<file path="config.mk">
export PLATFORM = sky130hd
export DESIGN_NAME = cdl_limiter
export DESIGN_NICKNAME = d
export VERILOG_FILES = /design/src/cdl_pkg.sv /design/src/cdl_limiter.sv
export VERILOG_INCLUDE_DIRS = /design/src
export SDC_FILE = /design/constraint.sdc
export NUM_CORES = 1
export LEC_CHECK = 0
export ABC_AREA = 1
export BUFFER_PORTS_ARGS = -buffer_cell sky130_fd_sc_hd__buf_2
export CAP_MARGIN = 10
export CORE_ASPECT_RATIO = 1.75
export CORE_MARGIN = 10
export CORE_UTILIZATION = 50
export DETAILED_ROUTE_END_ITERATION = 10
export PLACE_DENSITY = 0.68
export SETUP_SLACK_MARGIN = 0.2
export SYNTH_ARGS = -nofsm -noshare
export SYNTH_HDL_FRONTEND = slang
export SYNTH_SLANG_ARGS = --single-unit
</file>
<file path="constraint.sdc">
create_clock -name aclk -period 29.5 [get_ports aclk]
set_input_delay 1.475 -clock aclk [delete_from_list [all_inputs] [get_ports aclk]]
set_output_delay 1.475 -clock aclk [all_outputs]
set_load 0.005 [all_outputs]
</file>
<file path="src/cdl_defines.svh">
`ifndef CDL_DEFINES_SVH
`define CDL_DEFINES_SVH

// register byte addresses, one aligned word each
`define CDL_A_RAW    8'h04
`define CDL_A_FIN    8'h08
`define CDL_A_OVR    8'h0C
`define CDL_A_LIM1   8'h10
`define CDL_A_LIMB1  8'h14
`define CDL_A_LIMB2  8'h18
`define CDL_A_LIM2   8'h1C
`define CDL_A_TREF   8'h20
`define CDL_A_TRIM   8'h24
`define CDL_A_SEL2   8'h28
`define CDL_A_TRSEL  8'h2C
`define CDL_A_MODE0  8'h30
`define CDL_A_MODE1  8'h34
`define CDL_A_Q1     8'h38
`define CDL_A_Q4     8'h3C
`define CDL_A_Q3     8'h40
`define CDL_A_Q2     8'h44
`define CDL_A_AUTO   8'h48
`define CDL_A_DELAY  8'h4C
`define CDL_A_THR1   8'h50
`define CDL_A_THR2   8'h54
`define CDL_A_SLP1   8'h58
`define CDL_A_SLP2   8'h5C
`define CDL_A_FLG1   8'h60
`define CDL_A_FLG2   8'h64

// reset values
`define CDL_RST_LIM  10'h3E8
`define CDL_RST_TREF 11'h000
`define CDL_RST_TRIM 11'h000
`define CDL_RST_BIT0 1'h0
`define CDL_RST_QUAD 1'h1
`define CDL_RST_DLY  8'h00
`define CDL_RST_SLP  8'h00

// full scale of demand and limits
`define CDL_FULL     20'sh003E8
// slope scaling shift (slope / 128)
`define CDL_SLP_SH   7

// timer: one second in ns and the clock period in ns
`define CDL_SEC_NS   1000000000
`define CDL_CLK_NS   50

// axi responses
`define CDL_OKAY     2'h0
`define CDL_SLVERR   2'h2

`endif

</file>
<file path="src/cdl_pkg.sv">
package cdl_pkg;
   // control modes in order of the two mode bits {high, low}
   typedef enum logic [1:0] {
      CDL_SPEED,
      CDL_TORQUE,
      CDL_OVERRIDE,
      CDL_COILER
   } cdl_mode_e;

   typedef logic signed [19:0] cdl_wide_t;
   typedef logic [10:0] cdl_dem_t;
   typedef logic [9:0] cdl_lim_t;

   typedef struct packed {
      logic aw_got;
      logic [7:0] aw_addr;
      logic w_got;
      logic [31:0] w_data;
      logic [3:0] w_strb;
      logic bvalid;
      logic [1:0] bresp;
      logic rvalid;
      logic [31:0] rdata;
      logic [1:0] rresp;
      cdl_lim_t lim1;
      cdl_lim_t limb1;
      cdl_lim_t limb2;
      cdl_lim_t lim2;
      cdl_lim_t thr1;
      cdl_lim_t thr2;
      logic [7:0] slp1;
      logic [7:0] slp2;
      logic [7:0] delay;
      cdl_dem_t tref;
      cdl_dem_t trim;
      logic sel2;
      logic trsel;
      logic mode0;
      logic mode1;
      logic q1;
      logic q4;
      logic q3;
      logic q2;
      logic auto_en;
      logic run_d;
      logic [31:0] cyc;
      logic [7:0] secs;
      cdl_dem_t raw;
      cdl_dem_t fin;
      cdl_dem_t ovr;
      logic flg1;
      logic flg2;
      logic zref;
   } cdl_state_s;
endpackage

</file>
<file path="src/cdl_limiter.sv">
// Operation
// RULE_01 - final demand clamped by overriding limit and both bridge limits
// RULE_02 - overriding limit is min of taper result and limit two if chosen
// RULE_03 - limit one caps both bridges and is the taper datum
// RULE_04 - positive demand capped by bridge one, negative by bridge two
// RULE_05 - limit two acts on both bridges when selected
// RULE_06 - signed torque reference register, default zero
// RULE_07 - trim added to demand only when trim select is one
// RULE_08 - limit two select bit, default zero, brings in limit two
// RULE_09 - two mode bits choose speed, torque, override or coiler mode
// RULE_10 - basic torque mode routes torque reference through all limits
// RULE_11 - override mode clamps speed output to torque reference or zero
// RULE_12 - override mode regen quadrants: zero demand below speed demand
// RULE_13 - coiler mode: zero speed reference when torque opposes speed
// RULE_14 - quadrant one enable permits forward motoring
// RULE_15 - quadrant four enable permits reverse regeneration
// RULE_16 - quadrant three enable permits reverse motoring
// RULE_17 - quadrant two enable permits forward regeneration
// RULE_18 - auto change sets limit two select after timer expires in run
// RULE_19 - timer interval 0 to 255 seconds in one second steps
// RULE_20 - taper one flag set when speed exceeds threshold one
// RULE_21 - limit falls with speed above threshold one at slope one
// RULE_22 - software keeps taper one as the lower threshold
// RULE_23 - taper two flag set when speed exceeds threshold two
// RULE_24 - each 8-bit slope applies in both rotation directions
// RULE_25 - timer restarts on run and stays cleared while stopped
//
// The AXI4-Lite register port and the placing of the registers were chosen for this implementation.
`include "cdl_defines.svh"

module cdl_limiter #(
   parameter int unsigned CYC_PER_SEC = `CDL_SEC_NS / `CDL_CLK_NS
) (
   input wire logic aclk,
   input wire logic aresetn,
   input wire logic [7:0] s_axi_awaddr,
   input wire logic s_axi_awvalid,
   output logic s_axi_awready,
   input wire logic [31:0] s_axi_wdata,
   input wire logic [3:0] s_axi_wstrb,
   input wire logic s_axi_wvalid,
   output logic s_axi_wready,
   output logic [1:0] s_axi_bresp,
   output logic s_axi_bvalid,
   input wire logic s_axi_bready,
   input wire logic [7:0] s_axi_araddr,
   input wire logic s_axi_arvalid,
   output logic s_axi_arready,
   output logic [31:0] s_axi_rdata,
   output logic [1:0] s_axi_rresp,
   output logic s_axi_rvalid,
   input wire logic s_axi_rready,
   input wire cdl_pkg::cdl_dem_t speed_loop_out,
   input wire cdl_pkg::cdl_dem_t speed_feedback,
   input wire cdl_pkg::cdl_dem_t speed_error,
   input wire cdl_pkg::cdl_dem_t final_speed_demand,
   input wire logic run_cmd,
   output cdl_pkg::cdl_dem_t final_current_demand,
   output logic zero_speed_ref,
   output logic taper1_exceeded,
   output logic taper2_exceeded,
   output logic limit2_active
);
   import cdl_pkg::*;

   cdl_state_s st_ff;
   cdl_state_s nxt_st;

   // sign extend a demand word into the wide arithmetic type
   function automatic cdl_wide_t sx(input cdl_dem_t x);
      sx = {{9{x[10]}}, x};
   endfunction

   // zero extend a limit word
   function automatic cdl_wide_t zx(input cdl_lim_t x);
      zx = {10'h000, x};
   endfunction

   function automatic cdl_wide_t mn(input cdl_wide_t a, input cdl_wide_t b);
      mn = (a < b) ? a : b;
   endfunction

   function automatic cdl_wide_t mx(input cdl_wide_t a, input cdl_wide_t b);
      mx = (a > b) ? a : b;
   endfunction

   function automatic cdl_wide_t ab(input cdl_wide_t a);
      ab = (a < 0) ? -a : a;
   endfunction

   // saturate to the signed full-scale demand range
   function automatic cdl_dem_t sat(input cdl_wide_t a);
      cdl_wide_t c;
      c = mx(mn(a, `CDL_FULL), -`CDL_FULL);
      sat = c[10:0];
   endfunction

   // limit reduction for one taper; magnitude makes it symmetric
   function automatic cdl_wide_t red(input cdl_wide_t spd,
                                     input cdl_lim_t thr,
                                     input logic [7:0] slp);
      cdl_wide_t d;
      d = spd - zx(thr);
      red = (d > 0) ? ((d * {12'h000, slp}) >>> `CDL_SLP_SH) : '0;
   endfunction

   // byte-lane merge of a write into the old word
   function automatic logic [31:0] mrg(input logic [31:0] old,
                                       input logic [31:0] wd,
                                       input logic [3:0] sb);
      logic [31:0] m;
      m = {{8{sb[3]}}, {8{sb[2]}}, {8{sb[1]}}, {8{sb[0]}}};
      mrg = (old & ~m) | (wd & m);
   endfunction

   // readback; signed fields show two's complement in low bits
   function automatic logic [32:0] rd(input cdl_state_s s,
                                     input logic [7:0] a);
      rd = {1'b1, 32'h0000_0000};
      case (a)
         `CDL_A_RAW: rd = {1'b1, 21'h0, s.raw};
         `CDL_A_FIN: rd = {1'b1, 21'h0, s.fin};
         `CDL_A_OVR: rd = {1'b1, 21'h0, s.ovr};
         `CDL_A_LIM1: rd = {1'b1, 22'h0, s.lim1};
         `CDL_A_LIMB1: rd = {1'b1, 22'h0, s.limb1};
         `CDL_A_LIMB2: rd = {1'b1, 22'h0, s.limb2};
         `CDL_A_LIM2: rd = {1'b1, 22'h0, s.lim2};
         `CDL_A_TREF: rd = {1'b1, 21'h0, s.tref};
         `CDL_A_TRIM: rd = {1'b1, 21'h0, s.trim};
         `CDL_A_SEL2: rd = {1'b1, 31'h0, s.sel2};
         `CDL_A_TRSEL: rd = {1'b1, 31'h0, s.trsel};
         `CDL_A_MODE0: rd = {1'b1, 31'h0, s.mode0};
         `CDL_A_MODE1: rd = {1'b1, 31'h0, s.mode1};
         `CDL_A_Q1: rd = {1'b1, 31'h0, s.q1};
         `CDL_A_Q4: rd = {1'b1, 31'h0, s.q4};
         `CDL_A_Q3: rd = {1'b1, 31'h0, s.q3};
         `CDL_A_Q2: rd = {1'b1, 31'h0, s.q2};
         `CDL_A_AUTO: rd = {1'b1, 31'h0, s.auto_en};
         `CDL_A_DELAY: rd = {1'b1, 24'h0, s.delay};
         `CDL_A_THR1: rd = {1'b1, 22'h0, s.thr1};
         `CDL_A_THR2: rd = {1'b1, 22'h0, s.thr2};
         `CDL_A_SLP1: rd = {1'b1, 24'h0, s.slp1};
         `CDL_A_SLP2: rd = {1'b1, 24'h0, s.slp2};
         `CDL_A_FLG1: rd = {1'b1, 31'h0, s.flg1};
         `CDL_A_FLG2: rd = {1'b1, 31'h0, s.flg2};
         default: rd = {1'b0, 32'h0000_0000};
      endcase
   endfunction

   function automatic cdl_state_s rst_val();
      rst_val = '0;
      rst_val.lim1 = `CDL_RST_LIM;
      rst_val.limb1 = `CDL_RST_LIM;
      rst_val.limb2 = `CDL_RST_LIM;
      rst_val.lim2 = `CDL_RST_LIM;
      rst_val.thr1 = `CDL_RST_LIM;
      rst_val.thr2 = `CDL_RST_LIM;
      rst_val.tref = `CDL_RST_TREF;
      rst_val.trim = `CDL_RST_TRIM;
      rst_val.sel2 = `CDL_RST_BIT0;
      rst_val.q1 = `CDL_RST_QUAD;
      rst_val.q4 = `CDL_RST_QUAD;
      rst_val.q3 = `CDL_RST_QUAD;
      rst_val.q2 = `CDL_RST_QUAD;
      rst_val.delay = `CDL_RST_DLY;
      rst_val.slp1 = `CDL_RST_SLP;
      rst_val.slp2 = `CDL_RST_SLP;
   endfunction

   // handshakes: one write and one read in flight
   assign s_axi_awready = !st_ff.aw_got && !st_ff.bvalid;
   assign s_axi_wready = !st_ff.w_got && !st_ff.bvalid;
   assign s_axi_arready = !st_ff.rvalid;
   assign s_axi_bvalid = st_ff.bvalid;
   assign s_axi_bresp = st_ff.bresp;
   assign s_axi_rvalid = st_ff.rvalid;
   assign s_axi_rdata = st_ff.rdata;
   assign s_axi_rresp = st_ff.rresp;
   assign final_current_demand = st_ff.fin;
   assign zero_speed_ref = st_ff.zref;
   assign taper1_exceeded = st_ff.flg1;
   assign taper2_exceeded = st_ff.flg2;
   assign limit2_active = st_ff.sel2;

   // datapath and bus slave, one pass per sampling cycle
   always_comb begin
      cdl_mode_e mode;
      cdl_wide_t spd;
      cdl_wide_t slo;
      cdl_wide_t tr;
      cdl_wide_t tap;
      cdl_wide_t ovr;
      cdl_wide_t dem;
      cdl_wide_t rawv;
      cdl_wide_t cap;
      cdl_wide_t finv;
      logic [32:0] rv;
      logic [31:0] wv;
      logic regen;
      logic allow;
      logic tmo;
      mode = cdl_mode_e'({st_ff.mode1, st_ff.mode0});
      spd = ab(sx(speed_feedback));
      slo = sx(speed_loop_out);
      tr = sx(st_ff.tref);
      rv = '0;
      wv = '0;
      tap = '0;
      ovr = '0;
      dem = '0;
      rawv = '0;
      cap = '0;
      finv = '0;
      regen = 1'b0;
      allow = 1'b0;
      tmo = 1'b0;
      nxt_st = st_ff;

      // taper from the limit-one datum, floored at zero
      // RULE_03 limit one datum
      // RULE_21 taper one slope
      // RULE_24 symmetric slopes
      tap = mx(zx(st_ff.lim1) - red(spd, st_ff.thr1, st_ff.slp1)
               - red(spd, st_ff.thr2, st_ff.slp2), '0);
      // RULE_02 overriding limit
      // RULE_05 limit two both bridges
      // RULE_08 select brings limit two
      ovr = st_ff.sel2 ? mn(tap, zx(st_ff.lim2)) : tap;

      // override clamp: speed output held between zero and reference
      // RULE_11 clamp to reference
      if (tr >= 0) begin
         dem = mn(mx(slo, '0), tr);
      end else begin
         dem = mx(mn(slo, '0), tr);
      end
      regen = (tr != 0) && ((sx(speed_feedback) < 0) != (tr < 0));

      // RULE_09 mode select
      case (mode)
         CDL_SPEED: dem = slo;
         // RULE_10 torque reference routed
         // RULE_06 torque reference source
         CDL_TORQUE: dem = tr;
         CDL_OVERRIDE: begin
            // RULE_12 regen below speed demand
            if (regen && spd < ab(sx(final_speed_demand))) begin
               dem = '0;
            end
         end
         CDL_COILER: dem = dem;
         default: dem = slo;
      endcase
      // RULE_13 zero speed reference
      nxt_st.zref = (mode == CDL_COILER) && regen;

      // RULE_07 optional trim
      rawv = sx(sat(dem + (st_ff.trsel ? sx(st_ff.trim) : '0)));

      // RULE_04 per-bridge caps by sign
      // RULE_01 final clamp
      cap = mn(ovr, zx(rawv >= 0 ? st_ff.limb1 : st_ff.limb2));
      finv = mx(mn(rawv, cap), -cap);

      // quadrant from speed sign and demand sign
      if (sx(speed_feedback) >= 0) begin
         // RULE_14 forward motoring
         // RULE_17 forward regeneration
         allow = (finv >= 0) ? st_ff.q1 : st_ff.q2;
      end else begin
         // RULE_16 reverse motoring
         // RULE_15 reverse regeneration
         allow = (finv < 0) ? st_ff.q3 : st_ff.q4;
      end
      nxt_st.raw = rawv[10:0];
      nxt_st.ovr = ovr[10:0];
      nxt_st.fin = allow ? finv[10:0] : 11'h000;

      // RULE_20 taper one flag
      nxt_st.flg1 = spd > zx(st_ff.thr1);
      // RULE_23 taper two flag
      nxt_st.flg2 = spd > zx(st_ff.thr2);

      // seconds timer; stopped drive holds it at zero
      // RULE_25 restart on run
      nxt_st.run_d = run_cmd;
      if (!run_cmd || !st_ff.run_d) begin
         nxt_st.cyc = '0;
         nxt_st.secs = '0;
      end else if (st_ff.cyc == CYC_PER_SEC - 1) begin
         nxt_st.cyc = '0;
         // RULE_19 saturates at 255 s
         if (st_ff.secs != 8'hFF) begin
            nxt_st.secs = st_ff.secs + 8'h01;
         end
      end else begin
         nxt_st.cyc = st_ff.cyc + 32'h0000_0001;
      end
      tmo = run_cmd && st_ff.run_d && st_ff.secs >= st_ff.delay;

      // bus: capture address and data in either order
      if (s_axi_awvalid && s_axi_awready) begin
         nxt_st.aw_got = 1'b1;
         nxt_st.aw_addr = s_axi_awaddr;
      end
      if (s_axi_wvalid && s_axi_wready) begin
         nxt_st.w_got = 1'b1;
         nxt_st.w_data = s_axi_wdata;
         nxt_st.w_strb = s_axi_wstrb;
      end
      if (st_ff.aw_got && st_ff.w_got) begin
         rv = rd(st_ff, st_ff.aw_addr);
         wv = mrg(rv[31:0], st_ff.w_data, st_ff.w_strb);
         nxt_st.aw_got = 1'b0;
         nxt_st.w_got = 1'b0;
         nxt_st.bvalid = 1'b1;
         nxt_st.bresp = `CDL_OKAY;
         case (st_ff.aw_addr)
            `CDL_A_LIM1: nxt_st.lim1 = wv[9:0];
            `CDL_A_LIMB1: nxt_st.limb1 = wv[9:0];
            `CDL_A_LIMB2: nxt_st.limb2 = wv[9:0];
            `CDL_A_LIM2: nxt_st.lim2 = wv[9:0];
            `CDL_A_TREF: nxt_st.tref = wv[10:0];
            `CDL_A_TRIM: nxt_st.trim = wv[10:0];
            `CDL_A_SEL2: nxt_st.sel2 = wv[0];
            `CDL_A_TRSEL: nxt_st.trsel = wv[0];
            `CDL_A_MODE0: nxt_st.mode0 = wv[0];
            `CDL_A_MODE1: nxt_st.mode1 = wv[0];
            `CDL_A_Q1: nxt_st.q1 = wv[0];
            `CDL_A_Q4: nxt_st.q4 = wv[0];
            `CDL_A_Q3: nxt_st.q3 = wv[0];
            `CDL_A_Q2: nxt_st.q2 = wv[0];
            `CDL_A_AUTO: nxt_st.auto_en = wv[0];
            `CDL_A_DELAY: nxt_st.delay = wv[7:0];
            `CDL_A_THR1: nxt_st.thr1 = wv[9:0];
            `CDL_A_THR2: nxt_st.thr2 = wv[9:0];
            `CDL_A_SLP1: nxt_st.slp1 = wv[7:0];
            `CDL_A_SLP2: nxt_st.slp2 = wv[7:0];
            // read-only and unmapped words refuse writes
            default: nxt_st.bresp = `CDL_SLVERR;
         endcase
      end else if (st_ff.bvalid && s_axi_bready) begin
         nxt_st.bvalid = 1'b0;
      end

      // automatic select after the write, so the set wins a clear
      // RULE_18 auto limit change
      if (st_ff.auto_en && tmo) begin
         nxt_st.sel2 = 1'b1;
      end

      // read answer one cycle after the address is taken
      if (s_axi_arvalid && s_axi_arready) begin
         rv = rd(st_ff, s_axi_araddr);
         nxt_st.rvalid = 1'b1;
         nxt_st.rdata = rv[31:0];
         nxt_st.rresp = rv[32] ? `CDL_OKAY : `CDL_SLVERR;
      end else if (st_ff.rvalid && s_axi_rready) begin
         nxt_st.rvalid = 1'b0;
      end
   end

   // whole state registered at once; synchronous reset
   always_ff @(posedge aclk) begin
      if (!aresetn) begin
         st_ff <= rst_val();
      end else begin
         st_ff <= nxt_st;
      end
   end
endmodule

</file>
Word-level counts from Yosys, hierarchy flattened
Index checks and enable logic that the tools add are counted.
W data, S select, Z words.

word-level totals
  register bits after elaboration = 253
  output and inout port bits = 56
  logic and storage cells = 235

operators by class
  add/sub/neg operators = 10
  $mul = 2
  order comparisons = 25
  equal/unequal tests = 56
  mux-type cells = 45
  bitwise operators = 5
  reductions and logical operators = 53

operator list
  kind                     count
  $pmux W33 S25            1
  $mux W20                 16
  $pmux W11 S25            1
  $eq A8 B7 Y1 const B     20
  $eq A8 B6 Y1 const B     16
  $pmux W20 S4             1
  $eq A8 B5 Y1 const B     8
  $gt A20 B11 Y1           3
  $lt A20 B11 Y1           3
  $lt A11 B1 Y1 const B    4
  $reduce_and A2 Y1        22
  $gt A20 B1 Y1 const B    2
  $mul A20 B8 Y20          2
  $neg A11 Y20             2
  $sub A20 B11 Y20         2
  $ge A11 B1 Y1 const B    3
  $mux W33                 1
  $add A32 B1 Y32 const B  1
  $eq A32 B25 Y1 const B   1
  $eq A8 B4 Y1 const B     4
  $reduce_bool A32 Y1      1
  $mux W13                 2
  $and A11 B11 Y11         2
  $mux W11                 2
  other kinds (35)         76

Longest topological paths before layout
Gate-level depths: netlist (run 1).

  depth in word-level cells = 24
  gate-level depth with buffers = 118
  depth with buffers taken out = 114

Worst setup path after synthesis (run 1)
OpenSTA, ideal clock, no wires.

  path kind = input-to-reg
  from = in speed_feedback[4]
  to = reg st_ff (netlist bit final_current_demand[4])
  library setup time = 119 ps
  data arrival time = 17693 ps
  path slack = 11688 ps
  stages on the path = 106
  cell sequence = inv_1 nand2_1 nor2_2 nand2_1 nand2_1 xor2_1 ha_1 nand2_1 nand2_1 inv_1 nand2_1 a21oi_1 xnor2_1 inv_1 nor2_1 fa_1 fa_1 fa_1 [... 70 more ...] nand2_1 nand2_1 nand2_2 inv_2 buf_2 o21ai_0 ha_1 nand2_1 nor2_1 a211oi_1 a21boi_0 a311oi_1 nor2_1 nor2_1 clkinv_1 dlygate4sd3_1 o21ai_0 nor2_2

RTL lines
  item                  RTL line            source
  start, declared       cdl_limiter.sv:54   input wire cdl_pkg::cdl_dem_t speed_feedback,
  end signal, assigned  cdl_limiter.sv:366  st_ff <= rst_val();
  end signal, assigned  cdl_limiter.sv:368  st_ff <= nxt_st;
  end, declared         cdl_limiter.sv:66   cdl_state_s st_ff;

==> out/metrics.yaml, run 1 <==
status:
  outcome: "finished clean"
yosys:
  synth.top_cell.area_share: 0.181
  synthTopCellsByCount: "761 x inv_1, 539 x nand2_1, 392 x nor2_1"
  avgSynthCellArea_um2: 6.83
  syn_area_um2: 25400
  synthArstFlopShare: 0
  synth-edff-count: 0
  synthCells: 3715
  synth.largest_area_cell: "dfxtp_1"
  dominantRegCellSynth: "dfxtp_1"
  ys_seq_area_frac: 0.181
  synth.area.top_cells: "dfxtp_1 18%, fa_1 13%, inv_1 11%"
  ys_warn_count: 0
  synth.ff_latch_count: 230
  synthDistinctLibCells: 73
  synth_most_common_cell: "inv_1"
clocking:
  cts_setup_buffers: 0
  cts_buffer_depth: 3
  root_buffer: "clkbuf_16"
  numClockSinks: 230
  cts_tree: "built"
  numCtsBuffers: 23
  cts_resized: 0
  path_clk_slew_ps: 70
  cts_hold_buf: 0
  htree_num_levels: 1
  clock_latency_ps: 550
power:
  ir_drop_mv: 0.0526
  leakagePower_nw: 13.4
  total_power_uw: 868
  powerDensity_nw_per_um2: 32.0
critical_path:
  critPathLaunchType: "input port"
  critical_path_class: "input port to flop"
  critPathMaxStageDelay_ps: 900
  cpMaxStageDelayCell: "o21ai_0"
  path_delay_family: "simple AND/OR/NAND/NOR gates"
  critPathMaxFanout: 18
  cp_num_buf_inv: 17
  required_ps: 29970
  endpoint_kind: "flop"
  crit_arrival_ps: 22250
  cp_common_cell: "nand2_1"
timing:
  drv_slew: 0
  finalSetupTns_ps: 0
  period_minus_slack_ps: 21780
  timing.fmax_mhz: 45.9
  slew_headroom: 0.138
  setup_violations: 0
  rsz0062_at_grt: "false"
  worst_pin_slew_ps: 1280
  hold_viol_final: 0
  fin_skew_ps: 18.7
  layout_worst_path_cycle_share: 0.738
die:
  dieHeight_um: 318
  coreArea_um2: 50500
  num_rows: 109
  die_w_um: 190
  die_area_um2: 60600
  initial_core_util: 0.503
  ios: 160
routing:
  drc_errors: 0
  vias: 24900
  via_per_inst: 5.59
  wl_mm: 93.0
  drt_first_pass_iters: 6
  first_iter_violations: 2025
  antenna_left: 0
  wire_per_inst_um: 20.9
place:
  globalplace.congestion: 1.08
  dp.final_hpwl_mm: 75.3
  numPortBuffers: 102
global_route:
  antenna_found_initial: 2
  grt_max_degree: 77
  grt_pass1_vias: 24600
  grt_pass1_wl_mm: 141
  grt_usage: 0.303
  overflow: 0
run:
  maxCapViolations: 0
final_layout:
  fill_cells: 5212
  fin_nets: 4254
  drive_above_1_share: 0.0690
  synthToLayoutAreaGrowth_pct: 6.64
worst_hold_path:
  worstHoldPathType: "flop to flop"
## state kept, by name (all words and copies together) (netlist names)
signal and cells:
st_ff 200, limit2_active 1, taper2_exceeded 1, taper1_exceeded 1
s_axi_bresp 1, s_axi_rdata 11, s_axi_rresp 1, s_axi_bvalid 1
s_axi_rvalid 1, zero_speed_ref 1, final_current_demand 11
## per-stage QoR
| stage | hold slack [ps] | util | std cells | cell area, um^2 | setup slack [ps] |
|---|---|---|---|---|---|
| floorplan | 418 | - | 3756 | 25500 | 11690 |
| global placement | 437 | 0.521 | 4407 | 26300 | 7740 |
| detailed placement | 446 | 0.521 | 4407 | 26300 | 7460 |
| CTS | 461 | 0.536 | 4449 | 27100 | 7970 |
| global route | 478 | 0.537 | 4450 | 27100 | 6070 |
| finish | 455 | 0.537 | 4452 | 27100 | 7720 |
## layout make-up
| class | instances | area (um^2) | area share |
|---|---|---|---|
| Tap cell | 666 | 833 | 0.0308 |
| Inverter | 793 | 2990 | 0.110 |
| Multi-Input combinational cell | 2594 | 17200 | 0.636 |
| Timing Repair Buffer | 125 | 683 | 0.0252 |
| Clock inverter | 13 | 123 | 0.00453 |
| Antenna cell | 2 | 5.00 | 0.000185 |
| Clock buffer | 29 | 618 | 0.0228 |
| Sequential cell | 230 | 4600 | 0.170 |
## layer usage
layer / wire, um / part of all wire / track usage / up-vias
li1: - / - / - / 12000
met1: 32000 / 0.34 / 0.303 / 11700
met2: 46900 / 0.50 / 0.543 / 893
met3: 4420 / 0.047 / 0.0329 / 312
met4: 9610 / 0.10 / 0.260 / 2
met5: 18 / 0.00019 / 0 / -
## cell families after synthesis
kind of cell | after synthesis | synth area share
flops | 230 | 0.181
other cells | 2 | 0.000296
compound gates | 826 | 0.187
simple gates | 1254 | 0.215
buf+inv | 932 | 0.147
xor+xnor | 88 | 0.0306
fa+ha+maj | 383 | 0.239
## worst paths after layout
path / startpoint / endpoint / slack [ps] / cells past startpoint
setup / recovery: speed_feedback[0] / final_current_demand[10]$_SDFF_PN0_ / 7720 / 105
hold / removal: st_ff[44]$_SDFF_PP0_ / st_ff[44]$_SDFF_PP0_ / 460 / 1
setup reg to reg: st_ff[132]$_SDFFE_PN0P_ / final_current_demand[10]$_SDFF_PN0_ / 9520 / 99
hold reg to reg: st_ff[44]$_SDFF_PP0_ / st_ff[44]$_SDFF_PP0_ / 460 / 1
## layout by cell type (no fill, tap or decap), types with 9 or more instances in the layout
| cell type | instances |
|---|---|
| a211oi_1 | 9 |
| a21oi_1 | 297 |
| a221oi_1 | 26 |
| a22oi_1 | 11 |
| buf_2 | 102 |
| buf_4 | 23 |
| clkbuf_16 | 23 |
| clkinv_1 | 21 |
| conb_1 | 43 |
| dfxtp_1 | 230 |
| fa_1 | 171 |
| ha_1 | 212 |
| inv_1 | 761 |
| nand2_1 | 539 |
| nand2_2 | 11 |
| nand3_1 | 98 |
| nand4_1 | 42 |
| nor2_1 | 392 |
| nor2_2 | 20 |
| nor2_4 | 9 |
| nor3_1 | 72 |
| nor4_1 | 30 |
| o21a_1 | 14 |
| o21ai_0 | 280 |
| o21ai_2 | 10 |
| o221ai_1 | 12 |
| o22ai_1 | 93 |
| xnor2_1 | 20 |
| xor2_1 | 67 |
## where the power goes
part           internal (mW)  leakage [nW]  total, mW  switching (mW)
logic                 0.0697          11.2      0.236           0.167
clock network          0.161         0.357      0.303           0.142
registers              0.319          1.87      0.328         0.00907
total                  0.550          13.4      0.868           0.318
Note: power is estimated with default switching activity, not from simulation.
==> inputs of run 2 (changes only) <==
--- a/config.mk
+++ b/config.mk
@@ -6,7 +6,7 @@
 export SDC_FILE = /design/constraint.sdc
 export NUM_CORES = 1
 export LEC_CHECK = 0
-export ABC_AREA = 1
+export ABC_AREA = 0
 export BUFFER_PORTS_ARGS = -buffer_cell sky130_fd_sc_hd__buf_2
 export CAP_MARGIN = 10
 export CORE_ASPECT_RATIO = 1.75
==> constraint.sdc (replaced) <==
create_clock -name aclk -period 22.3 [get_ports aclk]
set_input_delay 1.115 -clock aclk [delete_from_list [all_inputs] [get_ports aclk]]
set_output_delay 1.115 -clock aclk [all_outputs]
set_load 0.005 [all_outputs]
==> run 2 against run 1 <==
Net effect:
- synthesized cell count is 12% lower
- die area rose by 1.4%
- final cell count fell by 9.5%
- combinational power up 40%
- wire length up 5.9%
- register-to-register slack lost 7500 ps
- clock skew fell by 2.4 ps
- first-iteration DRC count decreased by 0.74%
- via count rose by 0.51%
- design area rose by 3.2%
- utilization is 0.93 points higher
- largest power group unchanged
- highest routed layer unchanged
==> out/metrics.yaml, run 2 <==
timing:
  worst_pin_slew_ps: 1210
  slew_headroom: 0.190
  fin_skew_ps: 16.3
  timing.fmax_mhz: 47.7
  drv_slew: 0
  fin_ws_ps: 1310
  finalSetupTns_ps: 0
  rsz0062_at_grt: "false"
  layout_worst_path_cycle_share: 0.941
  hold_viol_final: 0
  period_minus_slack_ps: 20990
  setup_violations: 0
place:
  pre_cts_slack_ps: 166
  numPortBuffers: 102
  globalplace.congestion: 1.04
  dp.final_hpwl_mm: 77.8
critical_path:
  critPathMaxStageDelay_ps: 570
  r2r_setup_slack_ps: 2050
  crit_arrival_ps: 21430
  critical_path_class: "input port to flop"
  critPathLaunchType: "input port"
  critPathMaxFanout: 13
  required_ps: 22740
  cp_num_buf_inv: 10
  reg2reg_depth: 91
  startpoint: "speed_feedback[2]"
  endpoint_kind: "flop"
  critPathCapture: "final_current_demand[1]$_SDFF_PN0_"
  timing.rr.start: "st_ff[142]$_SDFFE_PN0P_"
  worst-path-stages: 93
  path_delay_family: "compound AO/OA/AOI/OAI gates"
  rr_endpoint: "final_current_demand[1]$_SDFF_PN0_"
  cp_common_cell: "a21o_1"
  cpMaxStageDelayCell: "fa_1"
power:
  ir_drop_mv: 0.0597
  clkPwrFrac: 0.344
  swShare: 0.347
  p_int_uw: 769
  leakagePower_nw: 12.0
  total_power_mw: 1.18
  seqPwrFrac: 0.376
  powerDensity_nw_per_um2: 42.1
  power_switching_uw: 409
  pwr-share-comb: 0.280
yosys:
  synthArstFlopShare: 0
  synth.top_cell.area_share: 0.179
  synthCells: 3281
  ys_warn_count: 0
  syn_area_um2: 25800
  synthDistinctLibCells: 94
  synthTopCellsByCount: "483 x nand2_1, 308 x inv_1, 230 x dfxtp_1"
  synth-edff-count: 0
  dominantRegCellSynth: "dfxtp_1"
  synth.largest_area_cell: "dfxtp_1"
  ys_seq_area_frac: 0.179
  synth.area.top_cells: "dfxtp_1 18%, fa_1 13%, ha_1 10%"
  synth_most_common_cell: "nand2_1"
  avgSynthCellArea_um2: 7.86
  synth.ff_latch_count: 230
die:
  num_rows: 110
  initial_core_util: 0.504
  die_area_um2: 61400
  die_w_um: 192
  dieHeight_um: 320
  ios: 160
  coreArea_um2: 51200
clocking:
  cts_hold_buf: 0
  cts_buffer_depth: 3
  path_clk_slew_ps: 70
  htree_num_levels: 1
  numClockSinks: 230
  numCtsBuffers: 23
  cts_tree: "built"
  clock_latency_ps: 540
  root_buffer: "clkbuf_16"
routing:
  wl_mm: 98.4
  drc_errors: 0
  via_per_inst: 6.21
  drt_first_pass_iters: 7
  wire_per_inst_um: 24.4
  first_iter_violations: 2010
  antenna_left: 0
  vias: 25000
final_layout:
  final_common_cell: "nand2_1"
  top_register: "st_ff"
  drive_above_1_share: 0.0885
  layout_common_cells: "483 x nand2_1, 308 x inv_1, 230 x dfxtp_1"
  synthToLayoutAreaGrowth_pct: 8.37
  fin_nets: 3830
  post-route-util: 0.546
  largest_register_ffs: 200
global_route:
  grt_pass1_vias: 25700
  overflow: 0
  grt_max_degree: 98
  antenna_found_initial: 3
  grt_usage: 0.314
  grt_pass1_wl_mm: 148
status:
  outcome: "finished clean"
run:
  maxCapViolations: 0
worst_hold_path:
  worstHoldPathType: "flop to flop"
-- run 2: metal layers --
layer,global-route usage,up-vias,routed length [um]
met2,0.562,1150,50000
met5,0,-,13
met1,0.312,12100,32400
met3,0.0446,414,6430
li1,-,11400,-
met4,0.266,2,9630
-- run 2: layout make-up --
cell class	count	area (um^2)
Sequential cell	230	4600
Multi-Input combinational cell	2593	19400
Fill cell	4913	23200
Antenna cell	1	2.50
Clock buffer	29	638
Tap cell	672	841
Inverter	310	1180
Clock inverter	10	120
Timing Repair Buffer	185	1160
-- run 2: kinds of logic after synthesis --
kind of cell             Yosys count  synth area share
adder cells (fa/ha/maj)          383             0.236
flip-flops                       230             0.179
XOR/XNOR                         129            0.0445
other                              2          0.000291
AO/OA/AOI/OAI                    727             0.202
multiplexers                      62            0.0245
buffers and inverters            499            0.0806
AND/OR/NAND/NOR                 1249             0.234
-- run 2: tightest hold or removal path, cell delays in order (launching register included) --
cell and delay, ps:
dfxtp_1 310, nand2_1 40, a21boi_0 60
-- run 2: through the flow --
step | hold WS [ps] | instance area [um^2] | instances
floorplan | 430 | 25900 | 3322
global placement | 445 | 27000 | 3981
detailed placement | 461 | 27000 | 3981
CTS | 474 | 27800 | 4020
global route | 494 | 28000 | 4029
finish | 466 | 28000 | 4030
-- run 2: how the worst min path moves through the flow --
stage / start / endpoint / slack (ps) / depth (start not counted)
after global placement: st_ff[44]$_SDFF_PP0_ / st_ff[44]$_SDFF_PP0_ / 450 / 1
after CTS: s_axi_rresp[1]$_SDFFE_PN0P_ / s_axi_rresp[1]$_SDFFE_PN0P_ / 470 / 2
final: s_axi_rresp[1]$_SDFFE_PN0P_ / s_axi_rresp[1]$_SDFFE_PN0P_ / 470 / 2
after global routing: st_ff[44]$_SDFF_PP0_ / st_ff[44]$_SDFF_PP0_ / 490 / 1
after floorplan: st_ff[44]$_SDFF_PP0_ / st_ff[44]$_SDFF_PP0_ / 430 / 1
after detailed placement: st_ff[44]$_SDFF_PP0_ / st_ff[44]$_SDFF_PP0_ / 460 / 1
-- run 2: timing repair --
action                     CTS  global route
gates resized for setup      0            14
setup buffers                0             6
setup endpoints to repair    0            11
-- run 2: power groups by stage --
stage | registers (mW) | logic (mW) | clock network, mW
global placement | 0.451 | 0.311 | 0
floorplan | 0.438 | 0.212 | 0
CTS | 0.442 | 0.318 | 0.410
global route | 0.443 | 0.358 | 0.423
finish | 0.443 | 0.330 | 0.405
detailed placement | 0.451 | 0.317 | 0
